[config.mk]
export PLATFORM = sky130hd
export DESIGN_NAME = fesc_top
export DESIGN_NICKNAME = d
export VERILOG_FILES = /design/src/design/fesc_pkg.sv /design/src/design/fesc_sync.sv /design/src/design/fesc_top.sv
export SDC_FILE = /design/constraint.sdc
export NUM_CORES = 1
export LEC_CHECK = 0
export BUFFER_PORTS_ARGS = -buffer_cell sky130_fd_sc_hd__buf_2
export CELL_PAD_IN_SITES_DETAIL_PLACEMENT = 0
export CELL_PAD_IN_SITES_GLOBAL_PLACEMENT = 2
export CORE_MARGIN = 1.5
export CORE_UTILIZATION = 37
export CTS_BUF_LIST = sky130_fd_sc_hd__clkbuf_2
export DETAILED_ROUTE_END_ITERATION = 7
export PLACE_DENSITY = 0.84
export SLEW_MARGIN = 15
export SYNTH_ARGS = -nofsm -noshare
export SYNTH_HDL_FRONTEND = slang
export SYNTH_SLANG_ARGS = --single-unit
[constraint.sdc]
create_clock -name core_clk -period 2.8 [get_ports core_clk]
set_input_delay 0.56 -clock core_clk [delete_from_list [all_inputs] [get_ports core_clk]]
set_output_delay 0.56 -clock core_clk [all_outputs]
set_load 0.005 [all_outputs]
[src/design/fesc_pkg.sv]
/*
  Package for the flash erase/setup control block: register addresses,
  field positions, reset values, block map and timing constants.
  Assumes a 16-bit CPU address bus and byte-wide register data.
*/
package fesc_pkg;
  localparam logic [15:0] ADDR_PRIMARY     = 16'hff80;
  localparam logic [15:0] ADDR_SETUP_ERROR = 16'hff81;
  localparam logic [15:0] ADDR_BLOCK_SEL   = 16'hff83;
  localparam logic [15:0] ADDR_MODE_MON    = 16'hff89;
  localparam logic [15:0] ADDR_MAP_CTRL    = 16'hff8f;
  localparam logic [15:0] ADDR_FLASH_LO    = 16'hff80;
  localparam logic [15:0] ADDR_FLASH_HI    = 16'hff83;

  // Primary control fields
  localparam int PRI_WP_LEVEL  = 7;
  localparam int PRI_SW_PERMIT = 6;
  localparam int PRI_ERASE_VFY = 3;
  localparam int PRI_PROG_VFY  = 2;
  localparam int PRI_ERASE_GO  = 1;
  localparam int PRI_PROG_GO   = 0;

  // Setup and error fields
  localparam int SE_ERROR_FLAG  = 7;
  localparam int SE_ERASE_SETUP = 1;
  localparam int SE_PROG_SETUP  = 0;

  localparam int MAP_REG_ENABLE = 3;
  localparam int NUM_BLOCKS     = 7;

  localparam logic [7:0] RESET_VALUE_ZERO = 8'h00;

  // Erase block map: start addresses, block 6 ends below 16'hee00
  localparam logic [15:0] BLOCK_START [NUM_BLOCKS] = '{16'h0000, 16'h0400, 16'h0800, 16'h0c00,
                                                      16'h1000, 16'h8000, 16'hc000};
  localparam logic [15:0] BLOCK_END   [NUM_BLOCKS] = '{16'h03ff, 16'h07ff, 16'h0bff, 16'h0fff,
                                                      16'h7fff, 16'hbfff, 16'hedff};

  // Each register access takes two states
  localparam int ACCESS_STATES = 2;
endpackage : fesc_pkg

[src/design/fesc_sync.sv]
/*
  Three-stage input synchroniser with agreement filter.
  Assumes the input is asynchronous to core_clk; output changes once
  stages two and three agree.
*/
`timescale 1ns/1ps
module fesc_sync #(
  parameter logic INIT = 1'b0
) (
  input  wire logic core_clk,
  input  wire logic rst,
  input  wire logic async_in,
  output logic      sync_out
);
  logic s1_reg;
  logic s2_reg;
  logic s3_reg;

  // Shift chain; the first stage feeds only the second
  always_ff @(posedge core_clk or posedge rst) begin
    if (rst) begin
      s1_reg <= INIT;
      s2_reg <= INIT;
      s3_reg <= INIT;
    end else begin
      s1_reg <= async_in;
      s2_reg <= s1_reg;
      s3_reg <= s2_reg;
    end
  end

  // Filtered level holds until the two late stages agree
  always_ff @(posedge core_clk or posedge rst) begin
    if (rst) begin
      sync_out <= INIT;
    end else if (s2_reg == s3_reg) begin
      sync_out <= s3_reg;
    end
  end
endmodule : fesc_sync

[src/design/fesc_top.sv]
/*
  Flash program/erase setup and error control: primary control, setup and
  error, erase block select, mode pin monitor and register map control.
  Assumes a byte-wide CPU bus with one-cycle request strobes, board-driven
  mode and write-protect pins, and a flash core reporting errors as pulses.
*/
`timescale 1ns/1ps
// Summary of operation
// Reset clears setup-and-error register.
// Standby and protect modes clear setup bits.
// Error flag sets on error, reset-only clear.
// Reserved setup bits read zero, ignore writes.
// Erase setup needs pin high, permit set.
// Program setup needs pin high, permit set.
// Software sets one sequencing bit per write.
// Block select clears on reset/standby/no-permit.
// Seven block-select bits gate block erase.
// Software selects at most one block.
// Fixed seven-block address map.
// Mode monitor shows pins, upper on bit1.
// Map control resets zero, bit 3 writable.
// Enable bit maps flash registers FF80-FF83.
// Boot/user mode chosen from pins at release.
// Board holds write-protect low normally.
// Registers at FF80, FF81, FF83.
// Go bits need matching setup bit.
// Byte-only accesses, two states each.
// Unmapped writes leave registers unchanged.
module fesc_top (
  input  wire logic        core_clk,
  input  wire logic        rst,
  input  wire logic        bus_req,
  input  wire logic        bus_wr,
  input  wire logic [15:0] bus_addr,
  input  wire logic [7:0]  bus_wdata,
  output logic [7:0]       bus_rdata,
  output logic             bus_ack,
  output logic             bus_sel,
  input  wire logic        write_protect_pin,
  input  wire logic        upper_mode_pin,
  input  wire logic        lower_mode_pin,
  input  wire logic        standby,
  input  wire logic        flash_error,
  input  wire logic [15:0] erase_addr,
  output logic             erase_allowed,
  output logic             error_protect,
  output logic             boot_mode,
  output logic             user_program_mode,
  output logic             erase_active,
  output logic             program_active,
  output logic             erase_verify,
  output logic             program_verify
);
  logic       wp_level;
  logic       upper_level;
  logic       lower_level;
  logic       sw_permit_reg;
  logic       erase_go_reg;
  logic       prog_go_reg;
  logic       erase_vfy_reg;
  logic       prog_vfy_reg;
  logic       error_flag_reg;
  logic       erase_setup_reg;
  logic       prog_setup_reg;
  logic [6:0] block_sel_reg;
  logic       map_enable_reg;
  logic       busy_reg;
  logic       pend_wr_reg;
  logic [15:0] pend_addr_reg;
  logic [7:0] pend_data_reg;
  logic       mode_taken_reg;
  logic [2:0] settle_reg;
  logic       u_sync_done;
  logic       permit;
  logic       protect;
  logic       wr_fire;
  logic       in_flash_space;
  logic [7:0] rd_next;
  logic       erase_hit;

  fesc_sync #(.INIT(1'b0)) u_sync_wp (
    .core_clk (core_clk),
    .rst      (rst),
    .async_in (write_protect_pin),
    .sync_out (wp_level)
  );
  fesc_sync #(.INIT(1'b0)) u_sync_upper (
    .core_clk (core_clk),
    .rst      (rst),
    .async_in (upper_mode_pin),
    .sync_out (upper_level)
  );
  fesc_sync #(.INIT(1'b0)) u_sync_lower (
    .core_clk (core_clk),
    .rst      (rst),
    .async_in (lower_mode_pin),
    .sync_out (lower_level)
  );

  // Protection qualifiers: permit gates setup and go bits, protect clears setup bits
  assign permit  = wp_level & sw_permit_reg;
  assign protect = standby | ~wp_level | ~sw_permit_reg | error_flag_reg;
  assign in_flash_space = (pend_addr_reg >= fesc_pkg::ADDR_FLASH_LO) &&
                          (pend_addr_reg <= fesc_pkg::ADDR_FLASH_HI);
  assign wr_fire = busy_reg & pend_wr_reg;

  // Two-state access: capture on request, act and ack one cycle later
  always_ff @(posedge core_clk or posedge rst) begin
    if (rst) begin
      busy_reg      <= 1'b0;
      pend_wr_reg   <= 1'b0;
      pend_addr_reg <= 16'h0000;
      pend_data_reg <= 8'h00;
    end else if (!busy_reg && bus_req) begin
      busy_reg      <= 1'b1;
      pend_wr_reg   <= bus_wr;
      pend_addr_reg <= bus_addr;
      pend_data_reg <= bus_wdata;
    end else begin
      busy_reg      <= 1'b0;
      pend_wr_reg   <= 1'b0;
    end
  end

  // Map control: only the enable bit is stored
  always_ff @(posedge core_clk or posedge rst) begin
    if (rst) begin
      map_enable_reg <= 1'b0;
    end else if (wr_fire && pend_addr_reg == fesc_pkg::ADDR_MAP_CTRL) begin
      map_enable_reg <= pend_data_reg[fesc_pkg::MAP_REG_ENABLE];
    end
  end

  // Primary control; permit bit needs the pin, the rest need the permit
  always_ff @(posedge core_clk or posedge rst) begin
    if (rst) begin
      sw_permit_reg <= 1'b0;
      erase_vfy_reg <= 1'b0;
      prog_vfy_reg  <= 1'b0;
      erase_go_reg  <= 1'b0;
      prog_go_reg   <= 1'b0;
    end else if (standby || !wp_level) begin
      sw_permit_reg <= 1'b0;
      erase_vfy_reg <= 1'b0;
      prog_vfy_reg  <= 1'b0;
      erase_go_reg  <= 1'b0;
      prog_go_reg   <= 1'b0;
    end else if (wr_fire && map_enable_reg && pend_addr_reg == fesc_pkg::ADDR_PRIMARY) begin
      sw_permit_reg <= pend_data_reg[fesc_pkg::PRI_SW_PERMIT];
      erase_vfy_reg <= pend_data_reg[fesc_pkg::PRI_ERASE_VFY] & sw_permit_reg;
      prog_vfy_reg  <= pend_data_reg[fesc_pkg::PRI_PROG_VFY] & sw_permit_reg;
      erase_go_reg  <= pend_data_reg[fesc_pkg::PRI_ERASE_GO] & permit & erase_setup_reg
                       & ~error_flag_reg;
      prog_go_reg   <= pend_data_reg[fesc_pkg::PRI_PROG_GO] & permit & prog_setup_reg
                       & ~error_flag_reg;
    end else if (error_flag_reg) begin
      erase_go_reg  <= 1'b0;
      prog_go_reg   <= 1'b0;
    end
  end

  // Error flag: set by the flash core, only reset clears it
  always_ff @(posedge core_clk or posedge rst) begin
    if (rst) begin
      error_flag_reg <= 1'b0;
    end else if (flash_error) begin
      error_flag_reg <= 1'b1;
    end
  end

  // Setup bits; writes to reserved bits 6..2 are dropped
  always_ff @(posedge core_clk or posedge rst) begin
    if (rst) begin
      erase_setup_reg <= 1'b0;
      prog_setup_reg  <= 1'b0;
    end else if (protect) begin
      erase_setup_reg <= 1'b0;
      prog_setup_reg  <= 1'b0;
    end else if (wr_fire && map_enable_reg && pend_addr_reg == fesc_pkg::ADDR_SETUP_ERROR) begin
      erase_setup_reg <= pend_data_reg[fesc_pkg::SE_ERASE_SETUP] & permit;
      prog_setup_reg  <= pend_data_reg[fesc_pkg::SE_PROG_SETUP] & permit;
    end
  end

  // Block select: cleared whenever programming is not permitted
  always_ff @(posedge core_clk or posedge rst) begin
    if (rst) begin
      block_sel_reg <= 7'h00;
    end else if (standby || !permit) begin
      block_sel_reg <= 7'h00;
    end else if (wr_fire && map_enable_reg && pend_addr_reg == fesc_pkg::ADDR_BLOCK_SEL) begin
      block_sel_reg <= pend_data_reg[6:0];
    end
  end

  // Address decode against the block map; hazard of multiple selects left to software
  always_comb begin
    erase_hit = 1'b0;
    for (int i = 0; i < fesc_pkg::NUM_BLOCKS; i++) begin
      if (block_sel_reg[i] && erase_addr >= fesc_pkg::BLOCK_START[i] &&
          erase_addr <= fesc_pkg::BLOCK_END[i]) begin
        erase_hit = 1'b1;
      end
    end
  end

  // Read mux; unmapped flash window and unknown addresses read zero
  always_comb begin
    rd_next = fesc_pkg::RESET_VALUE_ZERO;
    if (pend_addr_reg == fesc_pkg::ADDR_MODE_MON) begin
      rd_next = {6'h00, upper_level, lower_level};
    end else if (pend_addr_reg == fesc_pkg::ADDR_MAP_CTRL) begin
      rd_next = {4'h0, map_enable_reg, 3'h0};
    end else if (map_enable_reg && pend_addr_reg == fesc_pkg::ADDR_PRIMARY) begin
      rd_next = {wp_level, sw_permit_reg, 2'b00, erase_vfy_reg, prog_vfy_reg, erase_go_reg, prog_go_reg};
    end else if (map_enable_reg && pend_addr_reg == fesc_pkg::ADDR_SETUP_ERROR) begin
      rd_next = {error_flag_reg, 5'h00, erase_setup_reg, prog_setup_reg};
    end else if (map_enable_reg && pend_addr_reg == fesc_pkg::ADDR_BLOCK_SEL) begin
      rd_next = {1'b0, block_sel_reg};
    end
  end

  // Bus answer registered so outputs come from flops
  always_ff @(posedge core_clk or posedge rst) begin
    if (rst) begin
      bus_rdata <= 8'h00;
      bus_ack   <= 1'b0;
      bus_sel   <= 1'b0;
    end else begin
      bus_ack   <= busy_reg;
      bus_rdata <= (busy_reg && !pend_wr_reg) ? rd_next : 8'h00;
      bus_sel   <= busy_reg & map_enable_reg & in_flash_space;
    end
  end

  // Mode latched once, first cycle after pins have synchronised past release
  always_ff @(posedge core_clk or posedge rst) begin
    if (rst) begin
      mode_taken_reg    <= 1'b0;
      boot_mode         <= 1'b0;
      user_program_mode <= 1'b0;
    end else if (!mode_taken_reg && u_sync_done) begin
      mode_taken_reg    <= 1'b1;
      boot_mode         <= wp_level & ~upper_level & ~lower_level;
      user_program_mode <= wp_level & upper_level & ~lower_level;
    end
  end

  // Settling counter: pins need four cycles through the synchronisers
  assign u_sync_done = (settle_reg == 3'h4);
  always_ff @(posedge core_clk or posedge rst) begin
    if (rst) begin
      settle_reg <= 3'h0;
    end else if (!u_sync_done) begin
      settle_reg <= settle_reg + 3'h1;
    end
  end

  // Status outputs for the flash core
  always_ff @(posedge core_clk or posedge rst) begin
    if (rst) begin
      erase_allowed  <= 1'b0;
      error_protect  <= 1'b0;
      erase_active   <= 1'b0;
      program_active <= 1'b0;
      erase_verify   <= 1'b0;
      program_verify <= 1'b0;
    end else begin
      erase_allowed  <= erase_hit & ~error_flag_reg;
      error_protect  <= error_flag_reg;
      erase_active   <= erase_go_reg;
      program_active <= prog_go_reg;
      erase_verify   <= erase_vfy_reg;
      program_verify <= prog_vfy_reg;
    end
  end
endmodule : fesc_top

==> impl_metrics.csv, run 1 <==
group,metric,value,unit
run_status,outcome,"finished clean",
critical_path,ff2ff_path_depth,4,
critical_path,cp_top_family,"simple AND/OR/NAND/NOR gates",
critical_path,cp.buffers_inverters,0,
power_and_ir_drop,switchingPower,492.6,µW
layout,drive_gt1_share,36.96,%
drt,vias,1901,
timing,finalCritPeriodShare,73.62,%
critical_path,crit_path_end_kind,"register",
min_path,min_path_cells,1,
power_and_ir_drop,totalPowerFinal,2121,µW
timing,drv_slew,0,
global_route,antenna_found_initial,0,
timing,slew_headroom,55.36,%
yosys,syn_avg_cell_area,12.84,µm²
drt,drt_iter0_drc,64,
drt,wl_per_cell,13.74,µm
yosys,synthTopCellsByArea,"dfrtp_1, mux2_2, mux2i_1",
critical_path,arrival,2.48,ns
global_route,grt_start_max_net_pins,44,
power_and_ir_drop,leakage,0.001708,µW
layout,fill_cells,770,
power_and_ir_drop,p_comb_share,7.4,%
power_and_ir_drop,intPower,1628,µW
critical_path,worstPathMaxFanout,5,
die,ios,67,
min_path,holdPathEnd,"u_sync_lower.s1_reg",
global_route,grtUsageMet3,3.740,%
power_and_ir_drop,power_frac_seq,57.1,%
drt,vias_per_cell,4.694,
power_and_ir_drop,power.density,590.9,nW/µm²
timing,rsz0062_at_grt,"false",
drt,drc,0,
global_route,grt_pass1_wl,9508,µm
clock_tree,cts-buffers-inserted,9,
clock_tree,cts_tree,"built",
drt,ant_nets,0,
critical_path,reg2reg_from,"pend_addr_reg[5]",
global_route,grt_util_met2,20.41,%
die,core,7807,µm²
critical_path,slowest_stage,"or4b_4",
yosys,async_reset_ff_share,100.0,%
clock_tree,clkTransAtPathRegs,0.18,ns
global_route,grt_busiest_layer,"met2",
timing,fin_setup_tns,0,ns
yosys,ys_types,39,
power_and_ir_drop,swShare,23.23,%
yosys,ys_seq_area_share,62.19,%
min_path,worstHoldPathType,"in -> reg",
critical_path,rr_endpoint,"bus_rdata[7]",
clock_tree,clock_sinks,75,
yosys,ys.flop_type,"dfrtp_1",
critical_path,path_cells,"or4b_4 -> or2_1 -> or4_4 -> nor4_4",
global_route,gr-total-overflow,0,
global_route,grt_pass1_vias,1935,
clock_tree,clk_path_buf_depth,2,
yosys,yosysWarnings,0,
die,die-area,8708,µm²
min_path,min_from,"lower_mode_pin",
yosys,synth_largest_area_cell,"dfrtp_1",
drt,dr.pass1.iters,4,
yosys,synth_top_area_share,62.19,%
layout,final_util,45.98,%
clock_tree,cts_root_buf,"clkbuf_2",
critical_path,critPathMaxStageDelay,0.55,ns
layout,area_growth,18.95,%
layout,layout_commonest_cell,"dfrtp_1",
layout,largest_reg_flops,16,
yosys,netlist_instances,235,
die,die_y,93.32,µm
timing,final_hold_viol_count,0,
power_and_ir_drop,clockPowerShare,35.5,%
global_route,grt_use_met1,20.21,%
clock_tree,htree_num_levels,3,
timing,clock_skew,0.02402,ns
power_and_ir_drop,ir_drop,0.2544,mV
drt,routed_wl,5564,µm
die,num_rows,32,
layout,mostFrequentLayoutCells,"dfrtp_1, buf_2, nand2_1",
timing,fmax,485.1,MHz
global_route,grt_usage,14.53,%
critical_path,path_class,"reg -> reg",
die,start_util,38.65,%
critical_path,reg2reg_slack,0.74,ns
placed_design,dpl.hpwl,4054,µm
yosys,synth_fp_nets,286,
yosys,synth-edff-count,0,
placed_design,io_buffers,56,
critical_path,startpoint_type,"register",
placed_design,gp_congestion,0.7284,
layout,antennaDiodeCount,0,
job,maxCapViolations,0,
die,die_x,93.32,µm
timing,min_period,2.061,ns
yosys,synth-seq-cells,75,
critical_path,worstPathRequired,3.22,ns
yosys,syn_area,3018,µm²
clock_tree,clk_latency,0.51,ns
timing,finalSetupViolations,0,
timing,worst_pin_slew,0.6693,ns
layout,fin_nets,349,
-- worst max-delay path by stage --
stage	from	end	slack, ns	cells after the start
finish	pend_addr_reg[5]	bus_rdata[7]	0.74	4
global route	pend_addr_reg[5]	bus_rdata[7]	0.65	4
CTS	pend_addr_reg[5]	bus_rdata[7]	0.71	4
detailed placement	pend_addr_reg[5]	bus_rdata[7]	0.76	4
global placement	pend_addr_reg[5]	bus_rdata[7]	0.78	4
floorplan	rst	block_sel_reg[0]	0.33	1
-- metal layers --
layer	part of all wire [%]	wire (µm)
met1	47	2627
met2	45	2531
met3	4.5	253
met4	2.7	151
met5	0	0
-- timing repair --
item                                   in CTS  in global routing
setup buffers                               0                  0
endpoints found under the hold margin       1                  0
gates resized for setup                     0                  0
hold buffers                                1                  0
-- through the flow --
step	std cells	instance area (µm²)	setup WS (ns)	hold slack [ns]
finish	405	3590	0.7385	0.1494
detailed placement	388	3423	0.7642	0.3371
global route	405	3590	0.6488	0.1021
CTS	405	3590	0.7086	0.08273
global placement	388	3423	0.7824	0.3367
floorplan	235	3018	0.3300	0.3312
-- synthesized netlist by cell type, drive strengths merged, types with 4 or more instances --
| master | count |
|---|---|
| mux2i | 17 |
| o21ai | 5 |
| and2 | 4 |
| nand4 | 5 |
| nor2 | 10 |
| clkbuf | 8 |
| mux2 | 25 |
| dfrtp | 75 |
| nor3 | 6 |
| inv | 7 |
| nand2 | 30 |
-- cells by family after synthesis --
| family | synth area share (%) |
|---|---|
| AO/OA/AOI/OAI | 3.566 |
| XOR/XNOR | 0.5805 |
| adder cells (fa/ha/maj) | 1.824 |
| buffers and inverters | 2.032 |
| flip-flops | 62.19 |
| multiplexers | 15.71 |
| AND/OR/NAND/NOR | 14.10 |
-- area by class of cell --
| type | count | area (µm²) | area share (%) |
|---|---|---|---|
| multi-input combinational | 144 | 1082 | 30.15 |
| clock inverter | 5 | 101.3 | 2.823 |
| sequential | 75 | 1877 | 52.28 |
| tap | 102 | 127.6 | 3.555 |
| timing repair buffer | 61 | 320.3 | 8.923 |
| clock buffer | 11 | 55.05 | 1.534 |
| inverter | 7 | 26.28 | 0.7320 |
-- power groups by stage --
stage	registers [µW]	clock network, µW	logic, µW
floorplan	1190	0	132
global placement	1230	0	157
detailed placement	1230	0	161
CTS	1210	785	162
global route	1220	828	180
finish	1210	753	158
Power figures use the tool's default switching activity.
==> run 2: changes to the inputs <==
- clock period: 2.8 -> 2.1 ns (I/O delays scaled with it)
==> run 2 against run 1 <==
Against the previous run:
- sequential cell count unchanged
- maximum frequency up 4.0%
- final cell count grew 2.2%
- die area did not move
- worst hold slack worse by 0.080 ns
- core utilization rose by 1.3 points
- combinational power rose by 59%
- non-clock buffer count up 9
- critical path depth unchanged
- register-to-register slack got worse by 0.62 ns
==> impl_metrics.csv, run 2 (same netlist as run 1, synthesis figures left out) <==
group,metric,value,unit
run_status,outcome,"finished clean",
clock_tree,htree_num_levels,3,
global_route,gr-total-overflow,0,
global_route,grt_pass1_vias,1956,
layout,layout_commonest_cell,"dfrtp_1",
timing,rsz0062_at_grt,"false",
power_and_ir_drop,ir_drop,0.3080,mV
timing,finalCritPeriodShare,94.42,%
timing,clock_skew,0.02570,ns
clock_tree,clock_sinks,75,
global_route,grt_start_max_net_pins,76,
clock_tree,clkTransAtPathRegs,0.20,ns
critical_path,arrival,2.42,ns
drt,routed_wl,5760,µm
timing,worst_pin_slew,0.5043,ns
critical_path,path_class,"reg -> reg",
drt,vias_per_cell,4.780,
layout,mostFrequentLayoutCells,"dfrtp_1, buf_2, nand2_1",
min_path,worstHoldPathType,"in -> reg",
layout,drive_gt1_share,38.14,%
drt,drc,0,
die,ios,67,
timing,min_period,1.983,ns
die,core,7807,µm²
timing,fmax,504.3,MHz
drt,drt_iter0_drc,91,
placed_design,post-place-cells,394,
timing,slew_headroom,66.10,%
layout,seq_area,1877,µm²
layout,fill_cells,726,
critical_path,startpoint_type,"register",
critical_path,worstPathMaxFanout,5,
layout,largest_reg_flops,16,
critical_path,critPathMaxStageDelay,0.54,ns
die,start_util,38.65,%
placed_design,io_buffers,56,
power_and_ir_drop,power.density,772.6,nW/µm²
drt,wl_per_cell,13.91,µm
critical_path,crit_path_end_kind,"register",
timing,final_hold_viol_count,0,
layout,multi_input_area,1085,µm²
power_and_ir_drop,leakage,0.001760,µW
global_route,antenna_found_initial,0,
layout,fin_cells,414,
timing,setup_ws,0.1171,ns
die,die_x,93.32,µm
drt,vias,1979,
placed_design,place_ws,0.09519,ns
critical_path,worstPathRequired,2.54,ns
global_route,grt_pass1_wl,9660,µm
placed_design,dpl.hpwl,4139,µm
clock_tree,clk_latency,0.51,ns
power_and_ir_drop,totalPowerFinal,2854,µW
die,die_y,93.32,µm
die,die-area,8708,µm²
layout,fin_nets,358,
layout,area_growth,22.39,%
job,maxCapViolations,0,
clock_tree,cts_root_buf,"clkbuf_2",
timing,finalSetupViolations,0,
global_route,grt_usage,14.86,%
placed_design,gp_congestion,0.7138,
drt,dr.pass1.iters,4,
clock_tree,cts-buffers-inserted,9,
critical_path,path_cells,"or4b_4 -> or2_1 -> or4_4 -> nor4_4",
layout,antennaDiodeCount,0,
timing,fin_setup_tns,0,ns
die,num_rows,32,
clock_tree,cts_setup_buffers,0,
clock_tree,cts_tree,"built",
clock_tree,clk_path_buf_depth,2,
timing,drv_slew,0,
drt,ant_nets,0,
critical_path,slowest_stage,"or4b_4",
==> run 2: changes by cell type in the layout (fill, tap and decap cells not counted) <==
| cell | before | now |
|---|---|---|
| buf_12 | 0 | 2 |
| buf_4 | 4 | 8 |
| clkbuf_2 | 11 | 10 |
| clkinv_2 | 0 | 2 |
| dlygate4sd3_1 | 1 | 4 |
| inv_2 | 1 | 0 |
| nand2_1 | 30 | 29 |
| nand2_2 | 0 | 1 |
==> run 2: worst paths after layout <==
check / from / endpoint / slack [ns] / cells past startpoint
max: pend_addr_reg[5] / bus_rdata[7] / 0.12 / 4
min: flash_error / error_flag_reg / 0.07 / 2
max reg2reg: pend_addr_reg[5] / bus_rdata[7] / 0.12 / 4
min reg2reg: u_sync_upper.s1_reg / u_sync_upper.s2_reg / 0.37 / 0
max in group asynchronous: rst / block_sel_reg[3] / 1.25 / 4
min in group asynchronous: rst / pend_addr_reg[4] / 0.52 / 4
==> run 2: layout make-up <==
cell class	count	share of cell area [%]
flip-flops and latches	75	50.81
well taps	102	3.455
clock inverters	6	2.812
inverters	7	0.8130
repair buffers	70	11.38
clock buffers	10	1.355
multi-input cells	144	29.37
==> run 2: where the power goes <==
part	internal [µW]	leakage [µW]	switching, µW
registers	1530	0.000942	68.4
logic	140	0.000724	111
clock network	511	0.0000933	493
==> run 2: metrics by stage <==
stage	instance area (µm²)	hold WS (ns)	util [%]
global placement	3497	0.3362	44.79
detailed placement	3497	0.3365	44.79
floorplan	3022	0.3312	-
global route	3694	0.01353	47.31
CTS	3691	0.03124	47.28
finish	3694	0.06907	47.31
==> run 2: repair_timing <==
item | 4_1_cts | 5_1_grt
hold buffers | 4 | 0
gates resized for setup | 0 | 1
endpoints found under the setup margin | 0 | 3
endpoints found under the hold margin | 78 | 0
==> run 2: routing by layer <==
layer	vias to the layer above	wire (µm)	global-route usage, %
li1	959	-	-
met1	970	2716	19.57
met2	41	2654	21.74
met3	9	277	5.854
met4	0	112	6.187
met5	-	0	0
==> run 2: critical path: cells and delay by family, from the launching register on <==
family	cells	cell delay [ns]
DFF	1	0.43
and+or+nand+nor	4	1.48
